--- config.mk ---
export PLATFORM = sky130hd
export DESIGN_NAME = spi_select_demux_passthrough
export DESIGN_NICKNAME = d
export VERILOG_FILES = /design/src/logic/spi_route_pkg.sv /design/src/logic/route_fifo.sv /design/src/logic/spi_select_demux_passthrough.sv
export SDC_FILE = /design/constraint.sdc
export NUM_CORES = 1
export LEC_CHECK = 0
export ABC_AREA = 1
export BUFFER_PORTS_ARGS = -buffer_cell sky130_fd_sc_hd__buf_2
export CAP_MARGIN = 20
export CELL_PAD_IN_SITES_DETAIL_PLACEMENT = 0
export CELL_PAD_IN_SITES_GLOBAL_PLACEMENT = 1
export CORE_ASPECT_RATIO = 1.5
export CORE_MARGIN = 1
export CORE_UTILIZATION = 47
export DETAILED_ROUTE_END_ITERATION = 10
export GPL_TIMING_DRIVEN = 0
export PLACE_DENSITY = 0.84
export SYNTH_ARGS = -nofsm -noshare
export SYNTH_HDL_FRONTEND = slang
export SYNTH_SLANG_ARGS = --single-unit
--- constraint.sdc ---
create_clock -name clk -period 3.1 [get_ports clk]
set_input_delay 0.31 -clock clk [delete_from_list [all_inputs] [get_ports clk]]
set_output_delay 0.31 -clock clk [all_outputs]
set_load 0.01 [all_outputs]
--- src/logic/spi_route_pkg.sv ---
// Shared constants for the select-routing pass-through.
package spi_route_pkg;
  localparam int CLK_HZ = 40000000;
  localparam real ROUTE_DELAY_MAX_US = 2.6;
  localparam real ROUTE_HOLD_MIN_US = 4.0;
  localparam int SAMPLE_PERIOD_NS = 1000;
  localparam int CLK_PERIOD_NS = 1000000000 / CLK_HZ;
  localparam int SAMPLE_CYCLES = SAMPLE_PERIOD_NS / CLK_PERIOD_NS;
  localparam int ROUTE_DELAY_MAX_CYCLES = int'($floor(ROUTE_DELAY_MAX_US * 1000.0 / 25.0));
  localparam int ROUTE_HOLD_MIN_CYCLES = int'($ceil(ROUTE_HOLD_MIN_US * 1000.0 / 25.0));
  localparam logic [1:0] ROUTE_RESET = 2'h0;
  localparam int FIFO_WIDTH = 2;
  localparam int FIFO_DEPTH = 16;
endpackage

--- src/logic/route_fifo.sv ---
// Small flip-flop FIFO with valid and ready on both sides.
`timescale 1ns/10ps
module route_fifo #(
  parameter int WIDTH = 2,
  parameter int DEPTH = 16
) (
  // Clock and reset
  input wire logic clk,
  input wire logic reset_n,
  // Fill side
  input wire logic inValid,
  output logic inReady,
  input wire logic [WIDTH-1:0] inData,
  // Drain side
  output logic outValid,
  input wire logic outReady,
  output logic [WIDTH-1:0] outData
);
  localparam int AW = $clog2(DEPTH);
  logic [WIDTH-1:0] mem_ff [DEPTH];
  logic [AW-1:0] wrPtr_ff;
  logic [AW-1:0] rdPtr_ff;
  logic [AW:0] count_ff;
  wire doWrite = inValid && inReady;
  wire doRead = outValid && outReady;
  assign inReady = (count_ff != (AW+1)'(DEPTH));
  assign outValid = (count_ff != '0);
  assign outData = mem_ff[rdPtr_ff];

  always_ff @(posedge clk or negedge reset_n) begin
    if (!reset_n) begin
      wrPtr_ff <= '0;
      rdPtr_ff <= '0;
      count_ff <= '0;
    end else begin
      if (doWrite) wrPtr_ff <= (wrPtr_ff == AW'(DEPTH-1)) ? '0 : wrPtr_ff + 1'b1;
      if (doRead) rdPtr_ff <= (rdPtr_ff == AW'(DEPTH-1)) ? '0 : rdPtr_ff + 1'b1;
      count_ff <= count_ff + (AW+1)'(doWrite) - (AW+1)'(doRead);
    end
  end

  always_ff @(posedge clk) begin
    if (doWrite) mem_ff[wrPtr_ff] <= inData;
  end
endmodule

--- src/logic/spi_select_demux_passthrough.sv ---
// SPI pass-through with a four-way routed select demultiplexer.
`timescale 1ns/10ps
module spi_select_demux_passthrough
  import spi_route_pkg::*;
#(
  parameter int SAMPLE_DIV = SAMPLE_CYCLES
) (
  // Clock and reset
  input wire logic clk,
  input wire logic reset_n,
  // Host side
  input wire logic host_clk_in,
  input wire logic host_to_far_data_in,
  output logic far_to_host_data_out,
  input wire logic host_select_n,
  input wire logic route_addr_lo,
  input wire logic route_addr_hi,
  // Far side
  output logic far_clk_out,
  output logic host_to_far_data_out,
  input wire logic far_to_host_data_in,
  // Routed selects, enable low while driven
  output logic routed_select_0,
  output logic routed_select_0_oe_n,
  output logic routed_select_1,
  output logic routed_select_1_oe_n,
  output logic routed_select_2,
  output logic routed_select_2_oe_n,
  output logic routed_select_3,
  output logic routed_select_3_oe_n,
  // Route change observation
  output logic routeChange
);
  // Fast paths are combinational so no clock latency is added to SPI.
  assign far_clk_out = host_clk_in;
  assign host_to_far_data_out = host_to_far_data_in;
  assign far_to_host_data_out = far_to_host_data_in;

  // Address bits are synchronised and sampled by a free-running tick.
  logic [1:0] addrMeta_ff;
  logic [1:0] addrSync_ff;
  logic [1:0] addrSample_ff;
  logic [1:0] route_ff;
  logic [15:0] tickCnt_ff;
  logic [1:0] fifoData;
  logic fifoValid;
  logic fifoReady;
  wire tick = (tickCnt_ff == 16'(SAMPLE_DIV - 1));
  wire [1:0] rawAddr = {route_addr_hi, route_addr_lo};
  // Two equal samples in a row are needed, which filters skew between the bits.
  wire stable = tick && (addrSync_ff == addrSample_ff);
  // A full FIFO refuses the push; the address is offered again at the next tick.
  wire pushRoute = stable && (addrSync_ff != route_ff) && fifoReady;

  always_ff @(posedge clk or negedge reset_n) begin
    if (!reset_n) begin
      addrMeta_ff <= ROUTE_RESET;
      addrSync_ff <= ROUTE_RESET;
    end else begin
      addrMeta_ff <= rawAddr;
      addrSync_ff <= addrMeta_ff;
    end
  end

  always_ff @(posedge clk or negedge reset_n) begin
    if (!reset_n) begin
      tickCnt_ff <= '0;
      addrSample_ff <= ROUTE_RESET;
    end else begin
      tickCnt_ff <= tick ? '0 : tickCnt_ff + 16'h0001;
      if (tick) addrSample_ff <= addrSync_ff;
    end
  end

  // Route updates pass a FIFO; it drains at once, so latency stays within 2.6 us.
  route_fifo #(.WIDTH(FIFO_WIDTH), .DEPTH(FIFO_DEPTH)) u_fifo (
    .clk(clk),
    .reset_n(reset_n),
    .inValid(pushRoute),
    .inReady(fifoReady),
    .inData(addrSync_ff),
    .outValid(fifoValid),
    .outReady(1'b1),
    .outData(fifoData)
  );

  always_ff @(posedge clk or negedge reset_n) begin
    if (!reset_n) begin
      route_ff <= ROUTE_RESET;
    end else if (fifoValid) begin
      route_ff <= fifoData;
    end
  end

  assign routeChange = fifoValid && (fifoData != route_ff);

  // The select level passes straight through, only the enable is decoded.
  wire [3:0] enableOneHot = 4'h1 << route_ff;
  assign routed_select_0 = host_select_n;
  assign routed_select_1 = host_select_n;
  assign routed_select_2 = host_select_n;
  assign routed_select_3 = host_select_n;
  assign routed_select_0_oe_n = ~enableOneHot[0];
  assign routed_select_1_oe_n = ~enableOneHot[1];
  assign routed_select_2_oe_n = ~enableOneHot[2];
  assign routed_select_3_oe_n = ~enableOneHot[3];
endmodule
### After elaboration in Yosys (flattened, before gate mapping)

Memory sizes are Yosys's and may differ from the RTL's.
Cells that the tools add are included.

| storage, ports and cells | value |
|---|---|
| flip-flop bits (word level) | 37 |
| word-level logic and storage cells | 37 |
| memory bits (read-only) | 0 |
| memories | 1 |
| memory bits (writable) | 32 |
| bits in latches | 0 |

Memories:

| memory | words | bits a word | rd ports | clocked after memory_dff | wr ports | line | RTL |
|---|---|---|---|---|---|---|---|
| u_fifo.mem_ff | 16 | 2 | 1 | 0 | 1 | route_fifo.sv:20 | `logic [WIDTH-1:0] mem_ff [DEPTH];` |

| operators by class | value |
|---|---|
| muxes and demuxes | 5 |
| $lt $le $gt $ge | 0 |
| shift-type cells | 1 |
| reductions and logical operators | 6 |
| bitwise operators | 4 |
| $add $sub $neg | 5 |
| $mul | 0 |
| divide/modulo/power cells | 0 |
| equal/unequal tests | 7 |

Operators with widths:

| kind | count |
|---|---|
| $add 16x1->16 const B | 1 |
| $eq 16x6->1 const B | 1 |
| $mux 16 | 1 |
| $add 4x1->4 const B | 2 |
| $eq 4x4->1 const B | 2 |
| $mux 4 | 2 |
| $add 5x1->5 | 1 |
| $logic_and 1x1->1 | 5 |
| $ne 5x5->1 const B | 1 |
| $reduce_bool 5->1 | 1 |
| $sub 5x1->5 | 1 |
| $ne 2x2->1 | 2 |
| $not 1->1 | 4 |
| $shl 1x2->4 const A | 1 |
| $eq 2x2->1 | 1 |
| $mux 1 | 2 |

### Depth between registers and ports, before layout

Gate-level depths: netlist of the first run.

| logic depth | value |
|---|---|
| word-level depth | 7 |
| gate-level depth with buffers | 14 |
| gate-level depth less buffers | 13 |

### Hierarchy

Synthesis of the first run repeated with hierarchy kept, for this count alone.

| unflattened totals | value |
|---|---|
| cells, all modules | 423 |
| area total of the unflattened synthesis | 3590.9 sq um |

By module, submodules not included:

| module | times used | sequential area each (sq um) | area each (sq um) | cells each |
|---|---|---|---|---|
| route_fifo | 1 | 1286.2 | 2287.2 | 249 |
| spi_select_demux_passthrough | 1 | 600.6 | 1303.8 | 174 |

### Least setup slack after synthesis of the first run

Ideal clock, no wire load.

| timing | value |
|---|---|
| path type | register -> register |
| start | register u_fifo.count_ff[3] |
| end | register u_fifo.count_ff[4] |
| arrival | 2.246 ns |
| buffers on the path | 1 |
| library setup time | 0.128 ns |
| stages on the path, launching flop included | 15 |
| setup slack | 0.726 ns |
| required time | 2.972 ns |
| cells stage by stage | dfrtp_1 -> inv_1 -> ha_1 -> nand2_1 -> nor2_1 -> inv_1 -> buf_2 -> ha_1 -> inv_1 -> ha_1 -> inv_1 -> fa_1 -> o21ai_0 -> a21oi_1 -> xor2_1 |

| on the way | value |
|---|---|
| cells in the longest elaborated chain, start to end | 5 |
| elaborated cells between the ends (all ways) | 6 |
| those cells by class | add/sub: 2; eq/ne: 1; reduce/logical: 3 |

RTL lines:

| what | line | RTL |
|---|---|---|
| start, declared | route_fifo.sv:23 | `logic [AW:0] count_ff;` |
| start signal, assigned | route_fifo.sv:38 | `count_ff <= count_ff + (AW+1)'(doWrite) - (AW+1)'(doRead);` |
| $ne 5x5->1 | route_fifo.sv:26 | `assign inReady = (count_ff != (AW+1)'(DEPTH));` |
| $logic_and 1x1->1 | spi_select_demux_passthrough.sv:53 | `wire pushRoute = stable && (addrSync_ff != route_ff) && fifoReady;` |
| $logic_and 1x1->1 | route_fifo.sv:24 | `wire doWrite = inValid && inReady;` |
| $add 5x1->5 | route_fifo.sv:38 |  |
| $sub 5x1->5 (*) | route_fifo.sv:38 |  |

Every way passes the cells marked *; elsewhere a longest branch is shown, timed or not.
A chain may end at the register's enable or synchronous reset.

### Worst setup path after layout of the first run

| timing | value |
|---|---|
| start | register addrSync_ff[0] |
| end | register u_fifo.count_ff[4] |

| on the way | value |
|---|---|
| cells in the longest elaborated chain, start to end | 7 |
| elaborated cells between the ends (all ways) | 8 |
| those cells by class | add/sub: 2; eq/ne: 2; reduce/logical: 4 |

RTL lines:

| what | line | RTL |
|---|---|---|
| start, declared | spi_select_demux_passthrough.sv:41 | `logic [1:0] addrSync_ff;` |
| start signal, assigned | spi_select_demux_passthrough.sv:61 | `addrSync_ff <= addrMeta_ff;` |
| $eq 2x2->1 | spi_select_demux_passthrough.sv:51 | `wire stable = tick && (addrSync_ff == addrSample_ff);` |
| $logic_and 1x1->1 | spi_select_demux_passthrough.sv:51 |  |
| $logic_and 1x1->1 (*) (2 in a row) | spi_select_demux_passthrough.sv:53 |  |
| $logic_and 1x1->1 (*) | route_fifo.sv:24 |  |
| named net u_fifo.doWrite | route_fifo.sv:24 |  |
| $add 5x1->5 (*) | route_fifo.sv:38 |  |
| $sub 5x1->5 (*) | route_fifo.sv:38 |  |

Mark *: on every way through the listed nets, which the timed path passes. The rest lies on a longest branch.

==> out/summary.txt, run 1 <==
Antenna-violating nets left: 0
Fin area: 3920 um^2
Synth cell types: 35
Gr ovfl total: 0
Quantity of gates resized following cts: 0
Detailed-router iteration count before antenna repair: 4
Slew Viols, Final: 0
Layout cells sized above 1: 18.2%
Synth top area cells: edfxtp_1, dfrtp_1, nand2_1, inv_1, ha_1
Fin util: 53.8%
Max clock buf depth: 2
Starting DRT DRC Count: 93
Crit-path cells: inv_1 -> nand2_1 -> nand4_2 -> inv_1 -> nand3_2 -> nor2_8 -> ha_1 -> inv_1 -> fa_1 -> o21ai_0 -> a21oi_1 -> xor2_1
Starting density of the core: 48.9%
Root Buffer: clkbuf_8
# hold bufs at CTS: 0
Startpoint Class: register
Synthesized instance count: 387
Gpl congestion: 0.810
Crit path kind: register to register
Clk_lat worst skew: 350 ps
Vias per cell: 4.79
RR Startpoint: addrSync_ff[0]
Crit end category: register
Post-CTS setup repair buffer count: 0
Synth area leader: edfxtp_1
Post-route DRC violation count: 0
Post-Place Cell Area: 3760 um^2
Fmax: 359 MHz
Headroom to the max-slew limit: 40.0%
Critical Path Fanout Max: 18
Syn avg cell area: 9.19 um^2
Status: finished, final reports clean
Worst R2R Setup Slack: 320 ps
Pwr dens: 677 nW/um^2
# H-tree levels: 3
Hold Path Depth: 1
GR Util All Layers: 19.3%
First-pass GRT wire length: 11000 um
CTS Buf Count: 9
CP Data Required Time: 3330 ps
Nets: 434
Synth warnings: 0
Slowest CP cell: dfrtp_1
CP max stage delay: 680 ps
CTS tree: built
Post-synth top area share: 27.0%
# fillers: 700
Net Count, Synth: 408
Clock skew: 14.3 ps
Top cell by count, worst path: inv_1
Period minus WS final: 2780 ps
Drt wl/cell: 12.9 um
Worst Tran Pin Value: 900 ps
Chip Width: 73.0 um
Hold_sp: route_addr_lo
Leak: 1.91 nW
R2R cell count: 12
Clk sinks: 69
Final TNS setup: 0 ps
Initial antenna violation count: 0
Post-DP HPWL: 4950 um
Capturing point of the worst reg2reg path: u_fifo.count_ff[4]
Input/output buffers: 15
Core region area: 7270 um^2
Final Hold Viols: 0
P&R area growth vs syn: 10.1%
HP Class: input pin to register
Vias: 2483
Flops & latches, synth: 69
Hold Crit Endpoint: addrMeta_ff[0]
Max Cap Viol: 0
Period utilization: 89.8%
Top-level port count: 20
Total power: 2.65 mW
Worst VDD drop: 0.000532 V
Mapped Area: 3560 um^2
Row cnt: 38
Post-synthesis sequential area ratio: 53.1%
Final Setup Violations: 0
Die area: 7920 um^2
CTS clk-pin slew, worst paths: 70 ps
Critical path arrival: 3010 ps
RSZ-0062 raised after global routing: no
Pin count of the biggest net entering global routing: 38
Vias in the first global route: 2441
ANT cells: 0
Drt total wl: 6670 um
Die height: 109 um
==> through the flow <==
step | cells | hold WS (ps) | setup WS [ps]
2_1_floorplan | 387 | 14.4 | 726
3_3_place_gp | 502 | 333 | 316
3_5_place_dp | 502 | 335 | 277
4_1_cts | 518 | 49.2 | 256
5_1_grt | 518 | 57.0 | 75.3
6_report | 518 | 68.0 | 316
==> Yosys cell counts, drive strengths merged <==
library cell	n
a21oi	8
and3	1
buf	11
clkinv	1
dfrtp	37
edfxtp	32
fa	1
ha	12
inv	60
nand2	100
nand3	25
nand4	11
nor2	49
nor3	3
nor4	3
o211ai	1
o21a	1
o21ai	14
or2	2
xnor2	1
xor2	14
==> layout by cell type (no fill, tap or decap), types with 3 or more instances in the layout <==
cell type and instances:
nand2_1 93, inv_1 51, nor2_1 40, dfrtp_1 37, edfxtp_1 32, nand3_1 21, buf_2 17, xor2_1 14
o21ai_0 13, ha_1 12, inv_2 9, nand4_1 9, clkbuf_8 9, buf_4 8, nor2_2 7, a21oi_1 7
nand3_2 4, nand2_4 4, clkinv_2 4, nand2_2 3
==> report_power, final <==
part / leakage, nW / internal [mW] / switching, mW / total [mW]
sequential: 0.757 / 1.05 / 0.0933 / 1.14
clock: 0.0868 / 0.286 / 0.326 / 0.613
combinational: 1.07 / 0.342 / 0.556 / 0.898
==> how the worst max path moves through the flow <==
stage                       startpoint                  to  slack, ps  cells past startpoint
floorplan           u_fifo.count_ff[3]  u_fifo.count_ff[4]        730                     14
global placement        addrSync_ff[0]  u_fifo.count_ff[4]        320                     12
detailed placement      addrSync_ff[0]  u_fifo.count_ff[4]        280                     12
CTS                     addrSync_ff[0]  u_fifo.count_ff[4]        260                     12
global route            addrSync_ff[0]  u_fifo.count_ff[4]         80                     12
finish                  addrSync_ff[0]  u_fifo.count_ff[4]        320                     12
==> registers in the layout (all words and copies together), names as in the netlist <==
name and count:
u_fifo.rdPtr_ff 4, u_fifo.wrPtr_ff 4, u_fifo.count_ff 5, addrSample_ff 2
tickCnt_ff 16, route_ff 2, addrSync_ff 2, u_fifo.mem_ff 32
addrMeta_ff 2
==> critical path, delay by kind of cell, from the launching register on <==
kind            cells  cell delay (ps)
buf+inv             3              310
flops               1              680
fa+ha+maj           2              610
xor+xnor            1              150
compound gates      2              310
simple gates        4              620
==> metal layers <==
layer  global-route usage (%)  up-vias  share of wire [%]
met5                        0        -                  0
met4                     11.1        0                3.2
met3                     4.19       15                2.2
met2                     36.0       32                 55
met1                     19.1     1161                 40
li1                         -     1275                  -
==> cell type report <==
type                       instances  area [um^2]  share of cell area [%]
clock buffer                      11          131                    3.35
timing repair buffer              15         75.1                    1.92
sequential                        69         1890                    48.2
tap                              100          125                    3.19
inverter                          61          229                    5.85
clock inverter                     5         28.8                   0.735
multi-input combinational        246         1360                    34.7
buffer                            11         81.3                    2.08
==> cells by family (layout without fill, tap and decap cells) <==
group / Yosys count / count (layout) / synth area share (%)
AO/OA/AOI/OAI: 24 / 24 / 3.62
XOR/XNOR: 15 / 15 / 3.69
adder cells (fa/ha/maj): 13 / 13 / 4.79
buffers and inverters: 72 / 103 / 8.73
flip-flops: 69 / 69 / 53.1
AND/OR/NAND/NOR: 194 / 194 / 26.1
(Power assumes the default switching activity.)
==> run 2: changes to the inputs <==
--- a/config.mk
+++ b/config.mk
@@ -11,11 +11,12 @@
 export CELL_PAD_IN_SITES_DETAIL_PLACEMENT = 0
 export CELL_PAD_IN_SITES_GLOBAL_PLACEMENT = 1
 export CORE_ASPECT_RATIO = 1.5
-export CORE_MARGIN = 1
-export CORE_UTILIZATION = 47
+export CORE_MARGIN = 2
+export CORE_UTILIZATION = 49
+export CTS_BUF_LIST = sky130_fd_sc_hd__clkbuf_8
 export DETAILED_ROUTE_END_ITERATION = 10
 export GPL_TIMING_DRIVEN = 0
-export PLACE_DENSITY = 0.84
+export PLACE_DENSITY = 0.87
 export SYNTH_ARGS = -nofsm -noshare
 export SYNTH_HDL_FRONTEND = slang
 export SYNTH_SLANG_ARGS = --single-unit
==> out/summary.txt, run 2 (synthesis gave the netlist of run 1 again) <==
Status: finished, final reports clean
Capturing point of the worst reg2reg path: u_fifo.count_ff[4]
Initial antenna violation count: 0
Largest register by flop count: u_fifo.mem_ff
Fin area: 3910 um^2
Detailed-router iteration count before antenna repair: 4
Top-level port count: 20
CTS clk-pin slew, worst paths: 70 ps
Clk sinks: 69
Starting density of the core: 49.9%
Hold_ws: 61.7 ps
GR Util All Layers: 19.2%
Die height: 108 um
Drt wl/cell: 13.4 um
Root Buffer: clkbuf_8
P&R area growth vs syn: 10.1%
RR Startpoint: addrSync_ff[0]
Final TNS setup: 0 ps
Post-DP HPWL: 4980 um
Slew Viols, Final: 0
Vias: 2511
DP Worst Slack: 306 ps
Worst Tran Pin Value: 856 ps
Vias in the first global route: 2416
# hold bufs at CTS: 0
Period utilization: 89.4%
Number of flip-flops in the largest register: 32
HP Class: input pin to async pin
R2R cell count: 12
Critical Path Source: addrSync_ff[0]
Final Setup Violations: 0
Critical Path Fanout Max: 18
Post-route DRC violation count: 0
Core region area: 7130 um^2
Starting DRT DRC Count: 54
Leak: 1.92 nW
Chip Width: 73.6 um
First-pass GRT wire length: 11300 um
CP Data Required Time: 3330 ps
Max Cap Viol: 0
Most frequent cells in the layout: nand2_1, inv_1, nor2_1
Pwr dens: 698 nW/um^2
Final Hold Viols: 0
Row cnt: 38
Die area: 7970 um^2
Input/output buffers: 15
CTS tree: built
Critical Path End: u_fifo.count_ff[4]
Worst VDD drop: 0.000556 V
Clock skew: 7.01 ps
Gr ovfl total: 0
Period minus WS final: 2770 ps
Total power: 2.73 mW
Post-CTS setup repair buffer count: 0
ANT cells: 0
Pin count of the biggest net entering global routing: 38
Fmax: 361 MHz
Post-layout worst setup margin: 327 ps
Crit end category: register
Layout cells sized above 1: 17.9%
Vias per cell: 5.04
# H-tree levels: 3
Crit path kind: register to register
Critical path arrival: 3010 ps
Headroom to the max-slew limit: 43.0%
Antenna-violating nets left: 0
Nets: 434
Startpoint Class: register
Clk_lat worst skew: 350 ps
Drt total wl: 6680 um
CTS Buf Count: 9
Biggest regs: u_fifo.mem_ff x32, tickCnt_ff x16, u_fifo.count_ff x5
RSZ-0062 raised after global routing: no
Post-Place Cell Area: 3730 um^2
Quantity of gates resized following cts: 0
Worst R2R Setup Slack: 330 ps
Commonest non-fill, non-tap cell in the layout: nand2_1
Gpl congestion: 0.878
Max clock buf depth: 2
==> run 2: cell count changes in the layout (fill, tap and decap cells not counted) <==
cell and change:
clkbuf_1 -2, clkinv_2 -2, inv_1 +2, bufinv_16 +1, clkinv_1 +1, clkinv_4 -1, clkinvlp_4 +1
==> run 2: critical path, cell delays in order, from the launching register on <==
cell and delay (ps):
dfrtp_1 680, inv_1 160, nand2_1 110, nand4_2 120, inv_1 80, nand3_2 130, nor2_8 260, ha_1 230
inv_1 60, fa_1 400, o21ai_0 170, a21oi_1 100, xor2_1 140
==> run 2: area by class of cell <==
class                      count  area (um^2)
inverter                      61          229
sequential                    69         1890
tap                           80          100
clock buffer                   9          124
multi-input combinational    246         1360
clock inverter                 7         58.8
buffer                        11         81.3
timing repair buffer          15         75.1
fill                         678         3220
==> run 2: power by group <==
part           internal (mW)  switching [mW]  total [mW]
clock network          0.360           0.330       0.689
registers               1.05          0.0945        1.14
logic                  0.344           0.557       0.901
==> run 2: how the worst min path moves through the flow <==
stage | from | to | depth (start not counted)
2_1_floorplan | reset_n | addrMeta_ff[0] | 0
3_3_place_gp | addrMeta_ff[1] | addrSync_ff[1] | 0
3_5_place_dp | addrMeta_ff[0] | addrSync_ff[0] | 0
4_1_cts | route_addr_lo | addrMeta_ff[0] | 1
5_1_grt | route_addr_hi | addrMeta_ff[1] | 1
6_report | reset_n | tickCnt_ff[12] | 1
==> run 2: per-stage QoR <==
stage	util, %	std cells
2_1_floorplan	-	387
3_5_place_dp	52.3	482
5_1_grt	54.9	498
6_report	54.9	498
4_1_cts	54.9	498
3_3_place_gp	52.3	482
==> run 2: metal layers <==
metal	up-vias	track usage, %	wire length [um]
li1	1277	-	-
met1	1181	20.7	2650
met2	35	32.6	3570
met3	18	5.31	189
met4	0	11.4	268
met5	-	0	0
==> run 3: changes to the inputs <==
--- a/config.mk
+++ b/config.mk
@@ -12,11 +12,11 @@
 export CELL_PAD_IN_SITES_GLOBAL_PLACEMENT = 1
 export CORE_ASPECT_RATIO = 1.5
 export CORE_MARGIN = 2
-export CORE_UTILIZATION = 49
-export CTS_BUF_LIST = sky130_fd_sc_hd__clkbuf_8
+export CORE_UTILIZATION = 47
+export CTS_BUF_LIST = sky130_fd_sc_hd__clkbuf_8 sky130_fd_sc_hd__clkbuf_16
 export DETAILED_ROUTE_END_ITERATION = 10
 export GPL_TIMING_DRIVEN = 0
-export PLACE_DENSITY = 0.87
+export PLACE_DENSITY = 0.84
 export SYNTH_ARGS = -nofsm -noshare
 export SYNTH_HDL_FRONTEND = slang
 export SYNTH_SLANG_ARGS = --single-unit
==> out/summary.txt, run 3 (synthesis gave the netlist of run 1 again) <==
# H-tree levels: 3
Gr ovfl total: 0
Root Buffer: clkbuf_8
Final Hold Viols: 0
CTS tree: built
Critical path arrival: 2950 ps
Initial antenna violation count: 0
Starting density of the core: 48.9%
Commonest non-fill, non-tap cell in the layout: nand2_1
Most frequent cells in the layout: nand2_1, inv_1, nor2_1
RSZ-0062 raised after global routing: no
Die height: 111 um
Routing usage on met1: 20.4%
Core region area: 7270 um^2
Worst VDD drop: 0.000551 V
Slew Viols, Final: 0
Post-route DRC violation count: 0
Vias: 2480
CTS Buf Count: 9
Gpl congestion: 0.826
Crit path kind: register to register
Largest register by flop count: u_fifo.mem_ff
Leak: 1.93 nW
Top-level port count: 20
Vias in the first global route: 2553
Layout cells sized above 1: 17.5%
Status: finished, final reports clean
Drt wl/cell: 12.9 um
Clock skew: 6.76 ps
Post-CTS setup repair buffer count: 0
R2R cell count: 12
ANT cells: 0
Critical Path Fanout Max: 18
Hold Path Depth: 1
Row cnt: 38
Headroom to the max-slew limit: 41.7%
CTS clk-pin slew, worst paths: 60 ps
Max clock buf depth: 2
Final Setup Violations: 0
Nets: 434
Pwr dens: 694 nW/um^2
# hold bufs at CTS: 0
Number of flip-flops in the largest register: 32
Period minus WS final: 2730 ps
# fillers: 684
Pin count of the biggest net entering global routing: 38
Clk sinks: 69
Post-layout worst setup margin: 370 ps
CP Data Required Time: 3320 ps
Detailed-router iteration count before antenna repair: 4
Chip Width: 75.0 um
Vias per cell: 4.79
Clk_lat worst skew: 350 ps
Drt total wl: 6700 um
DP Worst Slack: 298 ps
Startpoint Class: register
Die area: 8290 um^2
Fmax: 366 MHz
Quantity of gates resized following cts: 0
Biggest regs: u_fifo.mem_ff x32, tickCnt_ff x16, u_fifo.count_ff x5
Starting DRT DRC Count: 143
First-pass GRT wire length: 11500 um
Period utilization: 88.1%
P&R area growth vs syn: 10.9%
Antenna-violating nets left: 0
M2 GR Usage: 31.8%
Final TNS setup: 0 ps
Max Cap Viol: 0
GR Util All Layers: 18.6%
Post-DP HPWL: 4950 um
Fin util: 54.2%
Crit end category: register
Input/output buffers: 15
HP Class: input pin to register
GR peak layer: met2
GR Util met3: 5.29%
Worst Tran Pin Value: 875 ps
==> run 3: changes by cell type in the layout (fill, tap and decap cells not counted) <==
cell / change
inv_1: +2
clkbuf_8: +1
clkinv_2: -2
clkinvlp_4: -1
==> run 3: worst paths after layout <==
kind / slack (ps) / endpoint / start
max: 370 / u_fifo.count_ff[4] / addrSync_ff[0]
min: 70 / addrMeta_ff[1] / route_addr_hi
max reg2reg: 370 / u_fifo.count_ff[4] / addrSync_ff[0]
min reg2reg: 350 / addrSync_ff[1] / addrMeta_ff[1]
max in group asynchronous: 2470 / u_fifo.count_ff[2] / reset_n
min in group asynchronous: 80 / u_fifo.wrPtr_ff[1] / reset_n
==> run 3: worst max-delay path, stage by stage, from the launching register on <==
cell and delay, ps:
dfrtp_1 670, inv_1 170, nand2_1 110, nand4_2 120
inv_1 80, nand3_2 120, nor2_8 260, ha_1 220
inv_1 60, fa_1 390, o21ai_0 170, a21oi_1 100
xor2_1 140
==> run 3: final cells by class <==
| cell class | count | area, um^2 | share of cell area [%] |
|---|---|---|---|
| flip-flops and latches | 69 | 1890 | 47.9 |
| multi-input cells | 246 | 1360 | 34.5 |
| inverters | 61 | 229 | 5.81 |
| clock buffers | 10 | 138 | 3.49 |
| well taps | 100 | 125 | 3.17 |
| plain buffers | 11 | 81.3 | 2.06 |
| repair buffers | 15 | 75.1 | 1.90 |
| clock inverters | 6 | 48.8 | 1.24 |
==> run 3: power breakdown <==
part,total (mW),switching [mW],internal (mW)
combinational,0.901,0.560,0.341
sequential,1.14,0.0942,1.05
clock,0.694,0.315,0.379
total,2.74,0.969,1.77
==> run 3: layer usage <==
| layer | up-vias | share of wire [%] |
|---|---|---|
| met2 | 34 | 53 |
| met3 | 18 | 2.8 |
| met5 | - | 0 |
| li1 | 1270 | - |
| met4 | 0 | 3.2 |
| met1 | 1158 | 41 |
==> run 3: through the flow <==
step / std cells / total power [mW] / instance area, um^2 / hold slack [ps]
after global routing: 518 / 2.95 / 3940 / 54.1
after detailed placement: 502 / 2.07 / 3760 / 342
after global placement: 502 / 2.05 / 3760 / 334
after floorplan: 387 / 1.82 / 3560 / 14.4
final: 518 / 2.74 / 3940 / 70.1
after CTS: 518 / 2.77 / 3940 / 51.7
